`config.mk`:
```
export PLATFORM = sky130hd
export DESIGN_NAME = lkt_bank
export DESIGN_NICKNAME = d
export VERILOG_FILES = /design/src/hw/lkt_pkg.sv /design/src/hw/lkt_pt_seq.sv /design/src/hw/lkt_bank.sv
export VERILOG_INCLUDE_DIRS = /design/src /design/src/hw
export SDC_FILE = /design/constraint.sdc
export NUM_CORES = 1
export LEC_CHECK = 0
export ABC_AREA = 1
export BUFFER_PORTS_ARGS = -buffer_cell sky130_fd_sc_hd__buf_2
export CORE_UTILIZATION = 56
export DETAILED_ROUTE_END_ITERATION = 8
export PLACE_DENSITY = 0.87
export SYNTH_ARGS = -nofsm -noshare
export SYNTH_HDL_FRONTEND = slang
export SYNTH_SLANG_ARGS = --single-unit
```
`constraint.sdc`:
```
create_clock -name i_clk -period 1.9 [get_ports i_clk]
set_input_delay 0.285 -clock i_clk [delete_from_list [all_inputs] [get_ports i_clk]]
set_output_delay 0.285 -clock i_clk [all_outputs]
set_load 0.01 [all_outputs]
```
`src/hw/lkt_regs.svh`:
```
// offsets, field positions, reset values for the legacy trap register bank
`ifndef LKT_REGS_SVH
`define LKT_REGS_SVH
`define LKT_OFF_CMD 3'h0
`define LKT_OFF_STS 3'h2
`define LKT_OFF_IEN 3'h4
`define LKT_OFF_LEG 3'h6
`define LKT_LEG_RESET 16'h2000
`define LKT_CMD_RESET 16'h0000
`define LKT_STS_RESET 16'h0020
`define LKT_IEN_RESET 16'h0000
`define LKT_CMD_MASK 16'h00ff
`define LKT_IEN_MASK 16'h000f
`define LKT_STS_W1C_MASK 16'h001f
`define LKT_LEG_W1C_MASK 16'h8f00
`define LKT_LEG_RW_MASK 16'h20bf
`define LKT_BIT_DONE 15
`define LKT_BIT_PIRQ 13
`define LKT_BIT_IRQS 12
`define LKT_BIT_T64W 11
`define LKT_BIT_T64R 10
`define LKT_BIT_T60W 9
`define LKT_BIT_T60R 8
`define LKT_BIT_SMIPT 7
`define LKT_BIT_PSS 6
`define LKT_BIT_PTEN 5
`define LKT_BIT_SMIIRQ 4
`define LKT_BIT_HALT 5
`define LKT_KBC_FF 8'hff
`define LKT_KBC_WOUT 8'hd1
`endif

```
`src/hw/lkt_pkg.sv`:
```
// types for the legacy trap register bank
package lkt_pkg;
	typedef enum logic [1:0] {
		LKT_PT_IDLE = 2'b00,
		LKT_PT_CMD = 2'b01,
		LKT_PT_DATA = 2'b10,
		LKT_PT_FIN = 2'b11
	} lkt_pt_state_t;
endpackage

```
`src/hw/lkt_pt_seq.sv`:
```
// gate pass-through sequence tracker
`timescale 1ns/1ns
`default_nettype none
`include "lkt_regs.svh"
module lkt_pt_seq (
	input wire logic i_clk,
	input wire logic i_nrst,
	input wire logic i_enable,
	input wire logic i_skip_last,
	input wire logic i_wr60,
	input wire logic i_wr64,
	input wire logic [7:0] i_data,
	output logic o_busy,
	output logic o_done
);
	lkt_pkg::lkt_pt_state_t state_reg, state_next;
	logic done_next;
	wire is_wout = i_wr64 && (i_data == `LKT_KBC_WOUT);
	wire is_ff = i_wr64 && (i_data == `LKT_KBC_FF);
	always_comb begin
		state_next = state_reg;
		done_next = 1'b0;
		case (state_reg)
		lkt_pkg::LKT_PT_IDLE: begin
			if (i_enable && is_wout)
				state_next = lkt_pkg::LKT_PT_CMD;
		end
		lkt_pkg::LKT_PT_CMD: begin
			if (i_wr60) begin
				if (i_skip_last) begin
					state_next = lkt_pkg::LKT_PT_IDLE;
					done_next = 1'b1;
				end else begin
					state_next = lkt_pkg::LKT_PT_FIN;
				end
			end else if (i_wr64 && !is_wout) begin
				state_next = lkt_pkg::LKT_PT_IDLE;
			end
		end
		lkt_pkg::LKT_PT_FIN: begin
			if (is_ff) begin
				state_next = lkt_pkg::LKT_PT_IDLE;
				done_next = 1'b1;
			end else if (i_wr60 || i_wr64) begin
				state_next = lkt_pkg::LKT_PT_IDLE;
			end
		end
		default: state_next = lkt_pkg::LKT_PT_IDLE;
		endcase
		if (!i_enable)
			state_next = lkt_pkg::LKT_PT_IDLE;
	end
	always_ff @(posedge i_clk or negedge i_nrst) begin
		if (!i_nrst) begin
			state_reg <= lkt_pkg::LKT_PT_IDLE;
			o_done <= 1'b0;
			o_busy <= 1'b0;
		end else begin
			state_reg <= state_next;
			o_done <= done_next;
			o_busy <= (state_next != lkt_pkg::LKT_PT_IDLE);
		end
	end
endmodule
`default_nettype wire

```
`src/hw/lkt_bank.sv`:
```
// legacy keyboard trap and host controller command/status register bank
`timescale 1ns/1ns
`default_nettype none
`include "lkt_regs.svh"
module lkt_bank (
	input wire logic i_clk,
	input wire logic i_nrst,
	input wire logic [2:0] i_addr,
	input wire logic i_wr,
	input wire logic i_rd,
	input wire logic [15:0] i_wdata,
	input wire logic i_io_rd60,
	input wire logic i_io_wr60,
	input wire logic i_io_rd64,
	input wire logic i_io_wr64,
	input wire logic [7:0] i_io_wdata,
	input wire logic i_trap_ignores_en,
	input wire logic i_skip_last_cmd,
	input wire logic i_ctrl_irq,
	input wire logic i_halted,
	input wire logic [4:0] i_status_events,
	output logic [15:0] o_rdata,
	output logic o_smi,
	output logic o_pci_irq,
	output logic [7:0] o_command,
	output logic [3:0] o_int_enable
);
	logic [15:0] leg_reg, cmd_reg, sts_reg, ien_reg;
	logic [15:0] leg_next, cmd_next, sts_next, ien_next;
	logic irq_s1_reg, irq_s2_reg;
	logic pt_busy, pt_done;
	logic [3:0] io_s1_reg, io_s2_reg, io_s3_reg;
	// port data comes with the strobes, so it is synced the same way
	logic [7:0] iod_s1_reg, iod_s2_reg;

	// decoding shared by every register write
	function automatic logic hit(input logic [2:0] a, input logic [2:0] o);
		hit = (a == o);
	endfunction

	// port strobes arrive from another domain: two stages, then edge detect
	wire [3:0] io_raw = {i_io_wr64, i_io_rd64, i_io_wr60, i_io_rd60};
	wire [3:0] io_pulse = io_s2_reg & ~io_s3_reg;
	wire [15:0] wd = i_wdata;
	wire wr_leg = i_wr && hit(i_addr, `LKT_OFF_LEG);
	wire wr_cmd = i_wr && hit(i_addr, `LKT_OFF_CMD);
	wire wr_sts = i_wr && hit(i_addr, `LKT_OFF_STS);
	wire wr_ien = i_wr && hit(i_addr, `LKT_OFF_IEN);
	wire [3:0] trap_en = leg_reg[3:0];
	wire [3:0] trap_set;
	wire [3:0] smi_src;
	wire [15:0] leg_rw = wr_leg ? (wd & `LKT_LEG_RW_MASK)
		: (leg_reg & `LKT_LEG_RW_MASK);
	wire [15:0] leg_w1c_clr = wr_leg ? (wd & `LKT_LEG_W1C_MASK) : 16'h0000;
	wire [15:0] leg_sticky = leg_reg & `LKT_LEG_W1C_MASK & ~leg_w1c_clr;
	wire [15:0] leg_set = {pt_done, 3'b000, trap_set, 8'h00};
	wire [15:0] sts_clr = wr_sts ? (wd & `LKT_STS_W1C_MASK) : 16'h0000;

	// one generate lane per trapped access kind
	genvar g;
	generate
		for (g = 0; g < 4; g = g + 1) begin : g_trap
			// the option lets a flag set even with its enable off
			assign trap_set[g] = io_pulse[g]
				&& (i_trap_ignores_en || trap_en[g]);
			assign smi_src[g] = leg_reg[8 + g]
				&& trap_en[g];
		end
	endgenerate

	// set is ored after the clear so an event in the clear cycle survives
	assign leg_next = (leg_sticky | (leg_set & `LKT_LEG_W1C_MASK))
		| leg_rw;
	assign cmd_next = wr_cmd ? (wd & `LKT_CMD_MASK) : cmd_reg;
	assign sts_next = ((sts_reg & `LKT_STS_W1C_MASK & ~sts_clr)
		| {11'h000, i_status_events})
		| (i_halted ? 16'h0020 : 16'h0000);
	assign ien_next = wr_ien ? (wd & `LKT_IEN_MASK) : ien_reg;

	wire smi_any = (|smi_src)
		|| (leg_reg[`LKT_BIT_DONE] && leg_reg[`LKT_BIT_SMIPT])
		|| (irq_s2_reg && leg_reg[`LKT_BIT_SMIIRQ]);

	// live view of the status bits folded into the read value
	wire [15:0] leg_view = (leg_reg & 16'hafbf)
		| (irq_s2_reg ? 16'h1000 : 16'h0000)
		| (pt_busy ? 16'h0040 : 16'h0000);
	wire [15:0] rd_mux = hit(i_addr, `LKT_OFF_CMD) ? cmd_reg
		: hit(i_addr, `LKT_OFF_STS) ? sts_reg
		: hit(i_addr, `LKT_OFF_IEN) ? ien_reg
		: hit(i_addr, `LKT_OFF_LEG) ? leg_view : 16'h0000;

	lkt_pt_seq u_pt (
		.i_clk(i_clk),
		.i_nrst(i_nrst),
		.i_enable(leg_reg[`LKT_BIT_PTEN]),
		.i_skip_last(i_skip_last_cmd),
		.i_wr60(io_pulse[1]),
		.i_wr64(io_pulse[3]),
		.i_data(iod_s2_reg),
		.o_busy(pt_busy),
		.o_done(pt_done)
	);

	always_ff @(posedge i_clk or negedge i_nrst) begin
		if (!i_nrst) begin
			io_s1_reg <= 4'h0;
			io_s2_reg <= 4'h0;
			io_s3_reg <= 4'h0;
			irq_s1_reg <= 1'b0;
			irq_s2_reg <= 1'b0;
			iod_s1_reg <= 8'h00;
			iod_s2_reg <= 8'h00;
		end else begin
			io_s1_reg <= io_raw;
			io_s2_reg <= io_s1_reg;
			io_s3_reg <= io_s2_reg;
			irq_s1_reg <= i_ctrl_irq;
			irq_s2_reg <= irq_s1_reg;
			iod_s1_reg <= i_io_wdata;
			iod_s2_reg <= iod_s1_reg;
		end
	end

	always_ff @(posedge i_clk or negedge i_nrst) begin
		if (!i_nrst) begin
			leg_reg <= `LKT_LEG_RESET;
			cmd_reg <= `LKT_CMD_RESET;
			sts_reg <= `LKT_STS_RESET;
			ien_reg <= `LKT_IEN_RESET;
		end else begin
			leg_reg <= leg_next;
			cmd_reg <= cmd_next;
			sts_reg <= sts_next;
			ien_reg <= ien_next;
		end
	end

	always_ff @(posedge i_clk or negedge i_nrst) begin
		if (!i_nrst) begin
			o_rdata <= 16'h0000;
			o_smi <= 1'b0;
			o_pci_irq <= 1'b0;
			o_command <= 8'h00;
			o_int_enable <= 4'h0;
		end else begin
			o_rdata <= i_rd ? rd_mux : 16'h0000;
			o_smi <= smi_any;
			o_pci_irq <= irq_s2_reg && leg_reg[`LKT_BIT_PIRQ];
			o_command <= cmd_next[7:0];
			o_int_enable <= ien_next[3:0];
		end
	end
endmodule
`default_nettype wire

```
After elaboration in Yosys (flattened, before gate mapping)
Cells that the tools add are included.
W data, S select, Z words.
{ "totals": {"word_cells": 90, "mem_bits_ro": 0, "ram_bits": 0, "inputBits": 44, "reg_bits": 96, "mem_count": 0, "latch_bits": 0} }
{ "classes": {"muxes": 23, "shift": 0, "reduce_logical": 31, "n_bitwise": 12, "n_addsub": 0, "n_div": 0, "multipliers": 0, "eq_ne": 7, "n_lt_le_gt_ge": 0} }
{ "ops": {"columns": ["cell", "n"], "rows": [
  ["$mux W16", 6],
  ["$logic_and A1 B1 Y1", 19],
  ["$and A16 B16 Y16", 1],
  ["$and A5 B16 Y16", 1],
  ["$eq A8 B8 Y1 const B", 2],
  ["$not A16 Y16", 1],
  ["$not A5 Y16", 1],
  ["$or A16 B13 Y16", 1],
  ["$or A16 B14 Y16", 1],
  ["$or A16 B16 Y16", 1],
  ["$or A16 B5 Y16", 1],
  ["$or A16 B6 Y16", 1],
  ["$or A16 B7 Y16", 1],
  ["$mux W14", 1],
  ["$mux W2", 7],
  ["$mux W13", 1],
  ["$logic_or A1 B1 Y1", 7],
  ["$mux W7", 1],
  ["$eq A3 B3 Y1 const B", 2],
  ["$mux W6", 1],
  ["$pmux W2 S3", 1],
  ["$mux W5", 1],
  ["$and A4 B4 Y4", 1],
  ["$not A4 Y4", 1],
  ["10 further kinds", 12]
]} }

Logic depth before layout (Yosys ltp)
Gate-level depths: netlist (run 1).
{ "depth": {"ltp_word": 10, "depth_mapped": 9, "mapped_depth_nobuf": 9} }

Modules after synthesis
From an unflattened synthesis (run 1), not the netlist that was laid out.
{ "hier_totals": {"cells_unflattened": 309, "hier_area_um2": 3174.3} }
{ "modules_own_cells": {"columns": ["module", "seq_area_each_um2", "cells_each", "area_per_inst_um2", "n_inst"], "rows": [
  ["lkt_bank", 1954.4, 270, 2897.8, 1],
  ["lkt_pt_seq", 100.1, 39, 276.5, 1]
]} }

Least setup slack after synthesis (run 1)
Ideal clock, no wire load.
{ "synth_path": {"path_type": "in2reg", "start": "in i_addr[0]", "end": "reg cmd_reg[6]", "cell_stages": 5, "required_time_ps": 1775, "setup_slack_ps": 852, "setup_time_ps": 125, "t_arrival_ps": 923, "cell_sequence": "nor2_2 -> nand2_2 -> clkinv_4 -> nand2_4 -> mux2_4"} }
{ "synth_between": {"elab_chain_len": 2} }
{ "synth_rtl": {"columns": ["item", "line_no", "text"], "rows": [
  ["start: declaration", "lkt_bank.sv:8", "input wire logic [2:0] i_addr,"],
  ["$logic_not A3 Y1", "lkt_bank.sv:38", "hit = (a == o);"],
  ["$logic_and A1 B1 Y1", "lkt_bank.sv:46", "wire wr_cmd = i_wr && hit(i_addr, `LKT_OFF_CMD);"],
  ["end signal: assignment", "lkt_bank.sv:128", "cmd_reg <= `LKT_CMD_RESET;"],
  ["end signal: assignment", "lkt_bank.sv:133", "cmd_reg <= cmd_next;"],
  ["end: declaration", "lkt_bank.sv:28", "logic [15:0] leg_reg, cmd_reg, sts_reg, ien_reg;"]
]} }
Every way passes these cells.
A chain may end at the register's enable or synchronous reset.

==> impl_results.md, run 1 <==
* Main synth FF type: dfrtp_1
* Core Box Area at a little over 5000 um^2
* Antenna Cells at 0
* Design area at between 3000 and 4000 um^2
* Synth area leader: dfrtp_1
* Flip-flop and latch area at about 2000 um^2
* I/O Pins at 74
* Setup violators final at 0
* Critical path, cell by cell: buf_2
* Final HPWL DP at around 4100 um
* Total clock sinks at between 80 and 90
* Max-Cap Viols at 0
* Drt drc at 0
* Asr flop ratio synth at 100%
* Hold crit path type: input pin to register
* Sequential element share of the synthesized area at between 60% and 70%
* CP Max Fanout at 3
* Vias per Instance at just under 5
* Cells after synthesis at about 290
* Htree depth at 3
* GP Congestion at a little under 0.9
* Count of cell types in the netlist at 29
* RSZ-0062 raised after global routing: false
* Top delay family on crit path: flip-flops
* Syn Area/Cell at about 11 um^2
* Tmin final at 1190 ps
* Skew-Pair Late Insertion Delay at around 340 ps
* Layout area overhead at 20.5%
* Multi-input logic area at just under 800 um^2
* Final net count at slightly above 400
* Placed cell count at 424
* Area share of the largest cell type after synthesis at approximately 66%
* Req. time, crit path at around 1600 ps
* WL final at roughly 5700 um
* Peak VDD IR at between 800 and 900 uV
* Fillcell total at between 300 and 400
* Die X at ~76 um
* Post-synth EDFFs at 0
* Final Util at roughly 71%
* DRT Pass-1 Iters at 4
* Rows at 26
* CP max stage cell: dfrtp_1
* Place WS at between 500 and 600 ps
* Synth area leaders: dfrtp_1 66%, nand2_1 8.5%, inv_1 4.8%
* Most common cell after layout, fill and taps aside: dfrtp_1
* Largest net degree at the start of global routing at 60
* Synth warn at 0
* Layout cells sized above 1 at a little under a third
* Initial Util at roughly three fifths
* Setup Buffers After CTS at 0
* CP peak stage delay at about 410 ps
* Non-Filler Instances at approximately 440
* Vias in the first global route at between 1.5k and 2k
* Fin. Hold Viols at 0
* Post-cts sizing count at 0
* Initial antenna violation count at 0
* PortBufs at 70
* WP buf/inv at 1
* Clk slew on worst S/H paths at approximately 90 ps
* Mapped cell area at 3050 um^2
* PwrDens at slightly above 1000 nW/um^2
* Die Span Y at between 70 and 80 um
* CP endpoint kind: primary output
* Fin crit share at between 60% and 70%
* Startpoint types: register
* CTS Root Cell: clkbuf_8
* Longest Clk Path Bufs at 2
* Setup tns final at 0 ps
* Pins Over Slew Limit at 0
* Achievable clock frequency at approximately 840 MHz
* FF-to-FF setup slack at approximately 750 ps
* 1st-iter DRT viols at between 150 and 200
* Worst Setup Slack, final at ~710 ps
* DIE AREA at between 5000 and 6000 um^2
* Most frequent cells in the layout: 80 x dfrtp_1, 69 x nand2_1, 69 x buf_2
* Status: complete, no violations
* Max FFs per register at 15
* Critical path type: register to primary output
* Worst hold margin at 26.8 ps
* Hold-fix buffers at CTS at 1
* Placed Area at 3460 um^2
* Syn Nets at about 330
* Total power at between 3 and 4 mW
* Average routed wire per standard cell at 12.9 um
* CP arrival at 910 ps
* CTS tree: built
* Grt total ovfl at 0
* Clock skew at 6.10 ps
* Global router's overall resource usage at between 20% and 30%
* Seq cells post-synth at a little over 80
* Leakage at 1.94 nW
* First-pass GRT wire length at roughly 9100 um
* Num CTS Buffers at 9
* Routed vias at 2183
* ANT nets after route at 0
[cells in the mapped netlist, types with 2 or more instances]
library cell,n
nand2_4,2
buf_6,2
a31oi_1,5
o21ai_2,7
buf_4,2
dfrtp_1,80
o211ai_1,3
nor2_2,3
o21ai_1,14
o21ai_0,10
nor2_1,13
nand3_1,8
nand4_1,3
nand2_1,69
inv_1,39
a21oi_1,9
nand2_2,6
dfstp_2,2
[per-layer routing]
| metal | routed length, um | vias to the layer above | GRT usage, % | part of all wire [%] |
|---|---|---|---|---|
| met5 | 0 | - | 0 | 0 |
| met4 | 87 | 0 | 7.82 | 1.5 |
| met3 | 348 | 8 | 6.75 | 6.1 |
| met2 | 2780 | 95 | 34.8 | 49 |
| met1 | 2470 | 1012 | 29.9 | 43 |
| li1 | - | 1068 | - | - |
[cell families after synthesis]
kind of cell | synth area share, %
flip-flops | 67.3
other | 0.123
multiplexers | 0.492
AO/OA/AOI/OAI | 10.0
buffers and inverters | 7.25
AND/OR/NAND/NOR | 14.8
[cell type report]
cell class	instances	area share [%]
inverters	43	4.59
clock inverters	7	2.31
clock buffers	9	3.37
multi-input cells	158	21.1
well taps	70	2.38
repair buffers	72	10.4
flip-flops and latches	82	55.8
[worst paths after layout]
check	from	endpoint	cells past startpoint
worst min-delay path	i_halted	sts_reg[5]	1
max in group asynchronous	i_nrst	io_s2_reg[3]	3
worst min register to register	io_s1_reg[2]	io_s2_reg[2]	0
min in group asynchronous	i_nrst	o_pci_irq	2
worst max-delay path	cmd_reg[4]	o_command[4]	1
worst max register to register	io_s2_reg[1]	u_pt.o_busy	7
[power breakdown]
part,switching [mW],internal (mW)
Sequential,0.101,1.90
Combinational,0.251,0.175
Clock,0.655,0.631
No activity file was read; power rests on OpenSTA's default activity.
==> inputs of run 2 (changes only) <==
--- a/config.mk
+++ b/config.mk
@@ -8,9 +8,9 @@
 export LEC_CHECK = 0
 export ABC_AREA = 1
 export BUFFER_PORTS_ARGS = -buffer_cell sky130_fd_sc_hd__buf_2
-export CORE_UTILIZATION = 56
+export CORE_UTILIZATION = 47
 export DETAILED_ROUTE_END_ITERATION = 8
-export PLACE_DENSITY = 0.87
+export PLACE_DENSITY = 0.78
 export SYNTH_ARGS = -nofsm -noshare
 export SYNTH_HDL_FRONTEND = slang
 export SYNTH_SLANG_ARGS = --single-unit
==> constraint.sdc (replaced) <==
create_clock -name i_clk -period 1.08 [get_ports i_clk]
set_input_delay 0.162 -clock i_clk [delete_from_list [all_inputs] [get_ports i_clk]]
set_output_delay 0.162 -clock i_clk [all_outputs]
set_load 0.01 [all_outputs]
==> run 2 against run 1 <==
Net effect: the flow now finishes with violations (setup timing); cell area up 13%; global-route usage down 0.76 points; sequential share of layout area down 6.4 points; core utilization down 3.0 points; critical path depth up 8; largest cell class unchanged; largest power group unchanged.
==> impl_results.md, run 2 (same netlist as run 1, synthesis figures left out) <==
* Status: finished, violations left
* Failing checks: setup timing
* Max FFs per register at 15
* Die X at approximately 83 um
* CP peak stage delay at between 300 and 400 ps
* Layout area overhead at 36.0%
* 1st-iter DRT viols at 158
* Grt total ovfl at 0
* Crit. path cell count at 9
* Pins Over Slew Limit at 0
* First-pass GRT wire length at 10600 um
* Vias in the first global route at 2339
* CTS Root Cell: clkbuf_8
* Total power at between 6 and 7 mW
* Setup violators final at 1
* Placed cell count at approximately 440
* Core Box Area at between 6000 and 7000 um^2
* Critical path type: register to register
* FF-to-FF setup slack at -10 ps
* Critical path destination: u_pt.state_reg[0]
* Largest net degree at the start of global routing at 30
* DIE AREA at approximately 7000 um^2
* Hold Crit Depth at 2
* Top delay family on crit path: simple AND/OR/NAND/NOR gates
* Layout cells sized above 1 at approximately a third
* Fin crit share at 101%
* Final net count at roughly 460
* CP endpoint kind: register
* Final HPWL DP at approximately 4400 um
* Leakage at 2.19 nW
* Most frequent cells in the layout: 80 x dfrtp_1, 68 x nand2_1, 68 x buf_2
* Fillcell total at 464
* Htree depth at 3
* Achievable clock frequency at around 900 MHz
* WP buf/inv at 1
* Num CTS Buffers at 9
* Critical path, cell by cell: inv_1 > nand2_1 > nor2_1 > nand2_1 > nand2_1 > nand2_1 > nand2_1 > nand2_2 > a21oi_1
* Peak VDD IR at between 1000 and 1500 uV
* Global router's overall resource usage at between 20% and 30%
* Die Span Y at between 80 and 90 um
* Startpoint types: register
* Most common cell after layout, fill and taps aside: dfrtp_1
* Worst reg2reg path depth at 9
* Crit path from: iod_s2_reg[3]
* Skew-Pair Late Insertion Delay at 360 ps
* CP arrival at ~1400 ps
* Vias per Instance at 4.83
* GP Congestion at 0.894
* Fin. Hold Viols at 0
* Rows at 28
* PortBufs at 70
* Non-Filler Instances at between 400 and 500
* Initial Util at 50.1%
* Clk slew on worst S/H paths at ~90 ps
* Total clock sinks at 82
* I/O Pins at 74
* WL final at about 6700 um
* Antenna Cells at 0
* Hold crit path type: input pin to register
* PwrDens at approximately 1700 nW/um^2
* RSZ-0062 raised after global routing: true
* Worst Setup Slack, final at -12.9 ps
* Reg-to-reg startpoint: iod_s2_reg[3]
* DRT Pass-1 Iters at 4
* Clock skew at approximately 6.8 ps
* Routed vias at about 2.4k
* Tmin final at approximately 1100 ps
* Final Util at about two thirds
* CP max stage cell: dfrtp_1
* CP dominant cell by count: nand2_1
* Initial antenna violation count at 0
* Drt drc at 0
* Worst R2R End: u_pt.state_reg[0]
* Max-Cap Viols at 0
* CTS tree: built
* CP Max Fanout at 2
* Longest Clk Path Bufs at 2
* Req. time, crit path at roughly 1400 ps
* Average routed wire per standard cell at 13.4 um
* ANT nets after route at 0
run 2: cell count changes in the layout (fill, tap and decap cells not counted), sizes merged:
cell / previous run / this run
dlygate4sd3: 1 / 20
buf: 71 / 103
clkinvlp: 2 / 1
inv: 44 / 45
run 2: worst reg2reg max path: stages (launching register included):
cell,delay (ps)
dfrtp_1,390
inv_1,60
nand2_1,50
nor2_1,80
nand2_1,80
nand2_1,60
nand2_1,40
nand2_1,80
nand2_2,60
a21oi_1,120
run 2: final cells by class:
| cell class | count | area [um^2] | area share (%) |
|---|---|---|---|
| clock buffers | 9 | 124 | 2.98 |
| clock inverters | 7 | 81.3 | 1.96 |
| inverters | 43 | 169 | 4.07 |
| multi-input cells | 158 | 798 | 19.2 |
| flip-flops and latches | 82 | 2050 | 49.5 |
| well taps | 75 | 93.8 | 2.26 |
| repair buffers | 123 | 832 | 20.0 |
run 2: worst min path at each step:
stage,start,end,slack [ps]
2_1_floorplan,i_nrst,cmd_reg[0],-130
3_3_place_gp,i_nrst,iod_s1_reg[2],60
3_5_place_dp,i_nrst,iod_s2_reg[6],60
4_1_cts,i_wdata[6],cmd_reg[6],20
5_1_grt,i_wdata[6],cmd_reg[6],20
6_report,i_wdata[6],cmd_reg[6],30
run 2: layer usage:
metal,up-vias,track usage [%],routed length (um)
li1,1163,-,-
met3,17,6.04,423
met4,0,12.4,180
met1,1134,27.0,2800
met5,-,0,0
met2,88,33.5,3280
run 2: per-stage QoR:
step / setup slack, ps / setup TNS, ps / instance area [um^2] / hold WS (ps)
after detailed placement: -30.1 / -63.9 / 3580 / 62.9
final: -12.9 / -12.9 / 4150 / 32.9
after CTS: -1.32 / -1.32 / 4070 / 17.0
after floorplan: 119 / 0 / 3050 / -134
after global placement: 17.5 / 0 / 3580 / 63.6
after global routing: -103 / -289 / 4150 / 19.3
run 2: power breakdown:
part           internal (mW)  total, mW  switching, mW
logic                  0.545       1.09          0.541
registers               3.34       3.50          0.156
clock network           1.10       2.29           1.19
run 2: what timing repair did:
item,in CTS,in global routing
endpoints found under the setup margin,12,14
buffers inserted,10,8
gates resized for setup,1,5
endpoints found under the hold margin,95,0
pin swaps,0,1
hold buffers,20,0
==> inputs of run 3 (changes only) <==
--- a/config.mk
+++ b/config.mk
@@ -8,9 +8,10 @@
 export LEC_CHECK = 0
 export ABC_AREA = 1
 export BUFFER_PORTS_ARGS = -buffer_cell sky130_fd_sc_hd__buf_2
-export CORE_UTILIZATION = 47
+export CORE_UTILIZATION = 48
 export DETAILED_ROUTE_END_ITERATION = 8
-export PLACE_DENSITY = 0.78
+export PLACE_DENSITY = 0.79
 export SYNTH_ARGS = -nofsm -noshare
 export SYNTH_HDL_FRONTEND = slang
+export SYNTH_HIERARCHICAL = 1
 export SYNTH_SLANG_ARGS = --single-unit
==> run 3 against run 2 <==
Net effect: the run still ends with setup timing left; combinational power about the same; critical endpoint is now u_pt/state_reg[0]; wire length up 4.9%; sequential cell count unchanged; die area up 1.8%.
==> impl_results.md, run 3 <==
* PortBufs at 70
* Leakage at between 2 and 2.5 nW
* PwrDens at 1560 nW/um^2
* Fillcell total at between 400 and 500
* Post-Synth Adder-Cell Area at 0%
* Status: finished, violations left
* Compound-Gate Fraction of Synth Area at ~7.8%
* CTS tree: built
* Tmin final at between 1000 and 1500 ps
* Clock skew at a little under 9 ps
* CP arrival at about 1400 ps
* ANT nets after route at 0
* Mapped cell area at 3170 um^2
* Global router's overall resource usage at about a fifth
* Count leader, synth: dfrtp_1
* Layout cells sized above 1 at 35.1%
* Max-Cap Viols at 0
* Peak VDD IR at between 1000 and 1500 uV
* Syn Area/Cell at 10.3 um^2
* Startpoint types: register
* Hold crit path type: input pin to register
* Placed Area at ~3700 um^2
* Failing checks: setup timing
* I/O Pins at 74
* Critical path type: register to register
* Post-synth EDFFs at 0
* Pins Over Slew Limit at 0
* Layout area overhead at 33.7%
* Sequential element share of the synthesized area at ~65%
* GP Congestion at roughly 0.85
* DRT Pass-1 Iters at 4
* Largest net degree at the start of global routing at 28
* Average routed wire per standard cell at between 10 and 15 um
* Synth warn at 6
* Multi-input logic area at ~940 um^2
* Flip-flop and latch area at 2050 um^2
* Final HPWL DP at 4720 um
* Initial antenna violation count at 0
* Grt total ovfl at 0
* Final net count at 481
* Die X at 83.3 um
* Routed vias at 2557
* Total clock sinks at 82
* Main combinational cell family by area after synthesis: simple AND/OR/NAND/NOR gates
* Count of cell types in the netlist at 24
* Xor/xnor cell area share of the yosys netlist at 0%
* Main synth FF type: dfrtp_1
* Simple-Gate Fraction of Synth Area at 20.9%
* CP endpoint kind: register
* Total power at 6.62 mW
* 1st-iter DRT viols at between 100 and 150
* Num CTS Buffers at 9
* Htree depth at 3
* CP Max Fanout at 8
* Initial Util at 50.0%
* Setup violators final at 2
* Worst Setup Slack, final at -49.6 ps
* Fin crit share at 105%
* CTS Root Cell: clkbuf_8
* Design area at around 4200 um^2
* Most frequent cells in the layout: 80 x dfrtp_1, 73 x nand2_1, 69 x buf_2
* Asr flop ratio synth at 100%
* Longest Clk Path Bufs at 2
* Clk slew on worst S/H paths at 80 ps
* Vias per Instance at approximately 4.9
* First-pass GRT wire length at about 11000 um
* Area share of the largest cell type after synthesis at a little over three fifths
* WL final at roughly 7000 um
* Mux share of post-synthesis cell area at 0%
* Commonest cells in the netlist: 80 x dfrtp_1, 74 x nand2_1, 36 x inv_1
* DIE AREA at roughly 7000 um^2
* Req. time, crit path at about 1400 ps
* Most common cell after layout, fill and taps aside: dfrtp_1
* Antenna Cells at 0
* Achievable clock frequency at 885 MHz
* Core Box Area at between 6000 and 7000 um^2
* Die Span Y at about 83 um
* Seq cells post-synth at a little over 80
* Drt drc at 0
* RSZ-0062 raised after global routing: true
* FF-to-FF setup slack at -50 ps
* Cells after synthesis at between 300 and 400
* Synth area leader: dfrtp_1
* Rows at 29
* Skew-Pair Late Insertion Delay at between 300 and 400 ps
* Vias in the first global route at 2397
* Fin. Hold Viols at 0
* Syn Nets at 353
* Synth area leaders: dfrtp_1 63%, nand2_1 8.8%, nand3_1 4.4%
* Max FFs per register at 15
-- run 3: cell types whose count changed after synthesis, moves of 7 or more --
| cell | delta |
|---|---|
| o21ai_2 | +7 |
| nand4_1 | +12 |
| nand3_1 | +20 |
| nor2_1 | +8 |
| o21ai_1 | -14 |
-- run 3: cell type report --
cell class,count,area share [%]
Tap cell,77,2.27
Clock inverter,6,1.12
Inverter,39,3.45
Multi-Input combinational cell,179,22.1
Clock buffer,10,3.01
Sequential cell,82,48.4
Timing Repair Buffer,126,19.7
-- run 3: power breakdown --
part | switching (mW) | internal, mW
sequential | 0.177 | 3.35
clock | 1.15 | 0.859
combinational | 0.570 | 0.521
-- run 3: stage by stage --
step / setup slack [ps] / TNS [ps] / cells / hold slack (ps) / utilization (%)
2_1_floorplan: 26.8 / 0 / 309 / -134 / -
3_3_place_gp: -45.2 / -79.7 / 467 / 88.1 / 58.7
3_5_place_dp: -53.8 / -97.3 / 467 / 94.7 / 58.7
5_1_grt: -169 / -455 / 519 / 18.4 / 66.8
6_report: -49.6 / -67.2 / 519 / 16.1 / 66.8
4_1_cts: -7.55 / -11.4 / 508 / 9.99 / 65.2
-- run 3: repair_timing --
action	4_1_cts	5_1_grt
hold buffers	20	0
gates resized for setup	1	8
setup endpoints to repair	7	16
endpoints found under the hold margin	41	0
cloned	0	0
setup buffers	5	11
pin swaps	5	8
-- run 3: final timing paths --
| path | from | to | cells past startpoint |
|---|---|---|---|
| max in group asynchronous | i_nrst | o_rdata[0] | 3 |
| min reg2reg | io_s1_reg[1] | io_s2_reg[1] | 0 |
| min in group asynchronous | i_nrst | iod_s2_reg[4] | 2 |
| max reg2reg | u_pt/state_reg[0] | u_pt/state_reg[0] | 4 |
| min | i_wdata[13] | leg_reg[13] | 3 |
| max | u_pt/state_reg[0] | u_pt/state_reg[0] | 4 |
-- run 3: critical path: stages (launching register included) --
cell and delay (ps):
dfrtp_1 490, nand4_1 190, o31ai_2 90, nand2_1 120
a21oi_2 160
-- run 3: logic make-up (layout without fill, tap and decap cells) --
logic type | count (synthesis) | count (layout)
AND/OR/NAND/NOR | 144 | 144
buffers and inverters | 48 | 181
flip-flops | 82 | 82
AO/OA/AOI/OAI | 34 | 34
other | 1 | 1
-- run 3: routing by layer --
metal | vias to the layer above | routed length, um | GRT usage [%]
li1 | 1243 | - | -
met1 | 1191 | 2940 | 25.7
met2 | 101 | 3390 | 32.7
met3 | 22 | 423 | 6.26
met4 | 0 | 248 | 10.5
met5 | - | 0 | 0
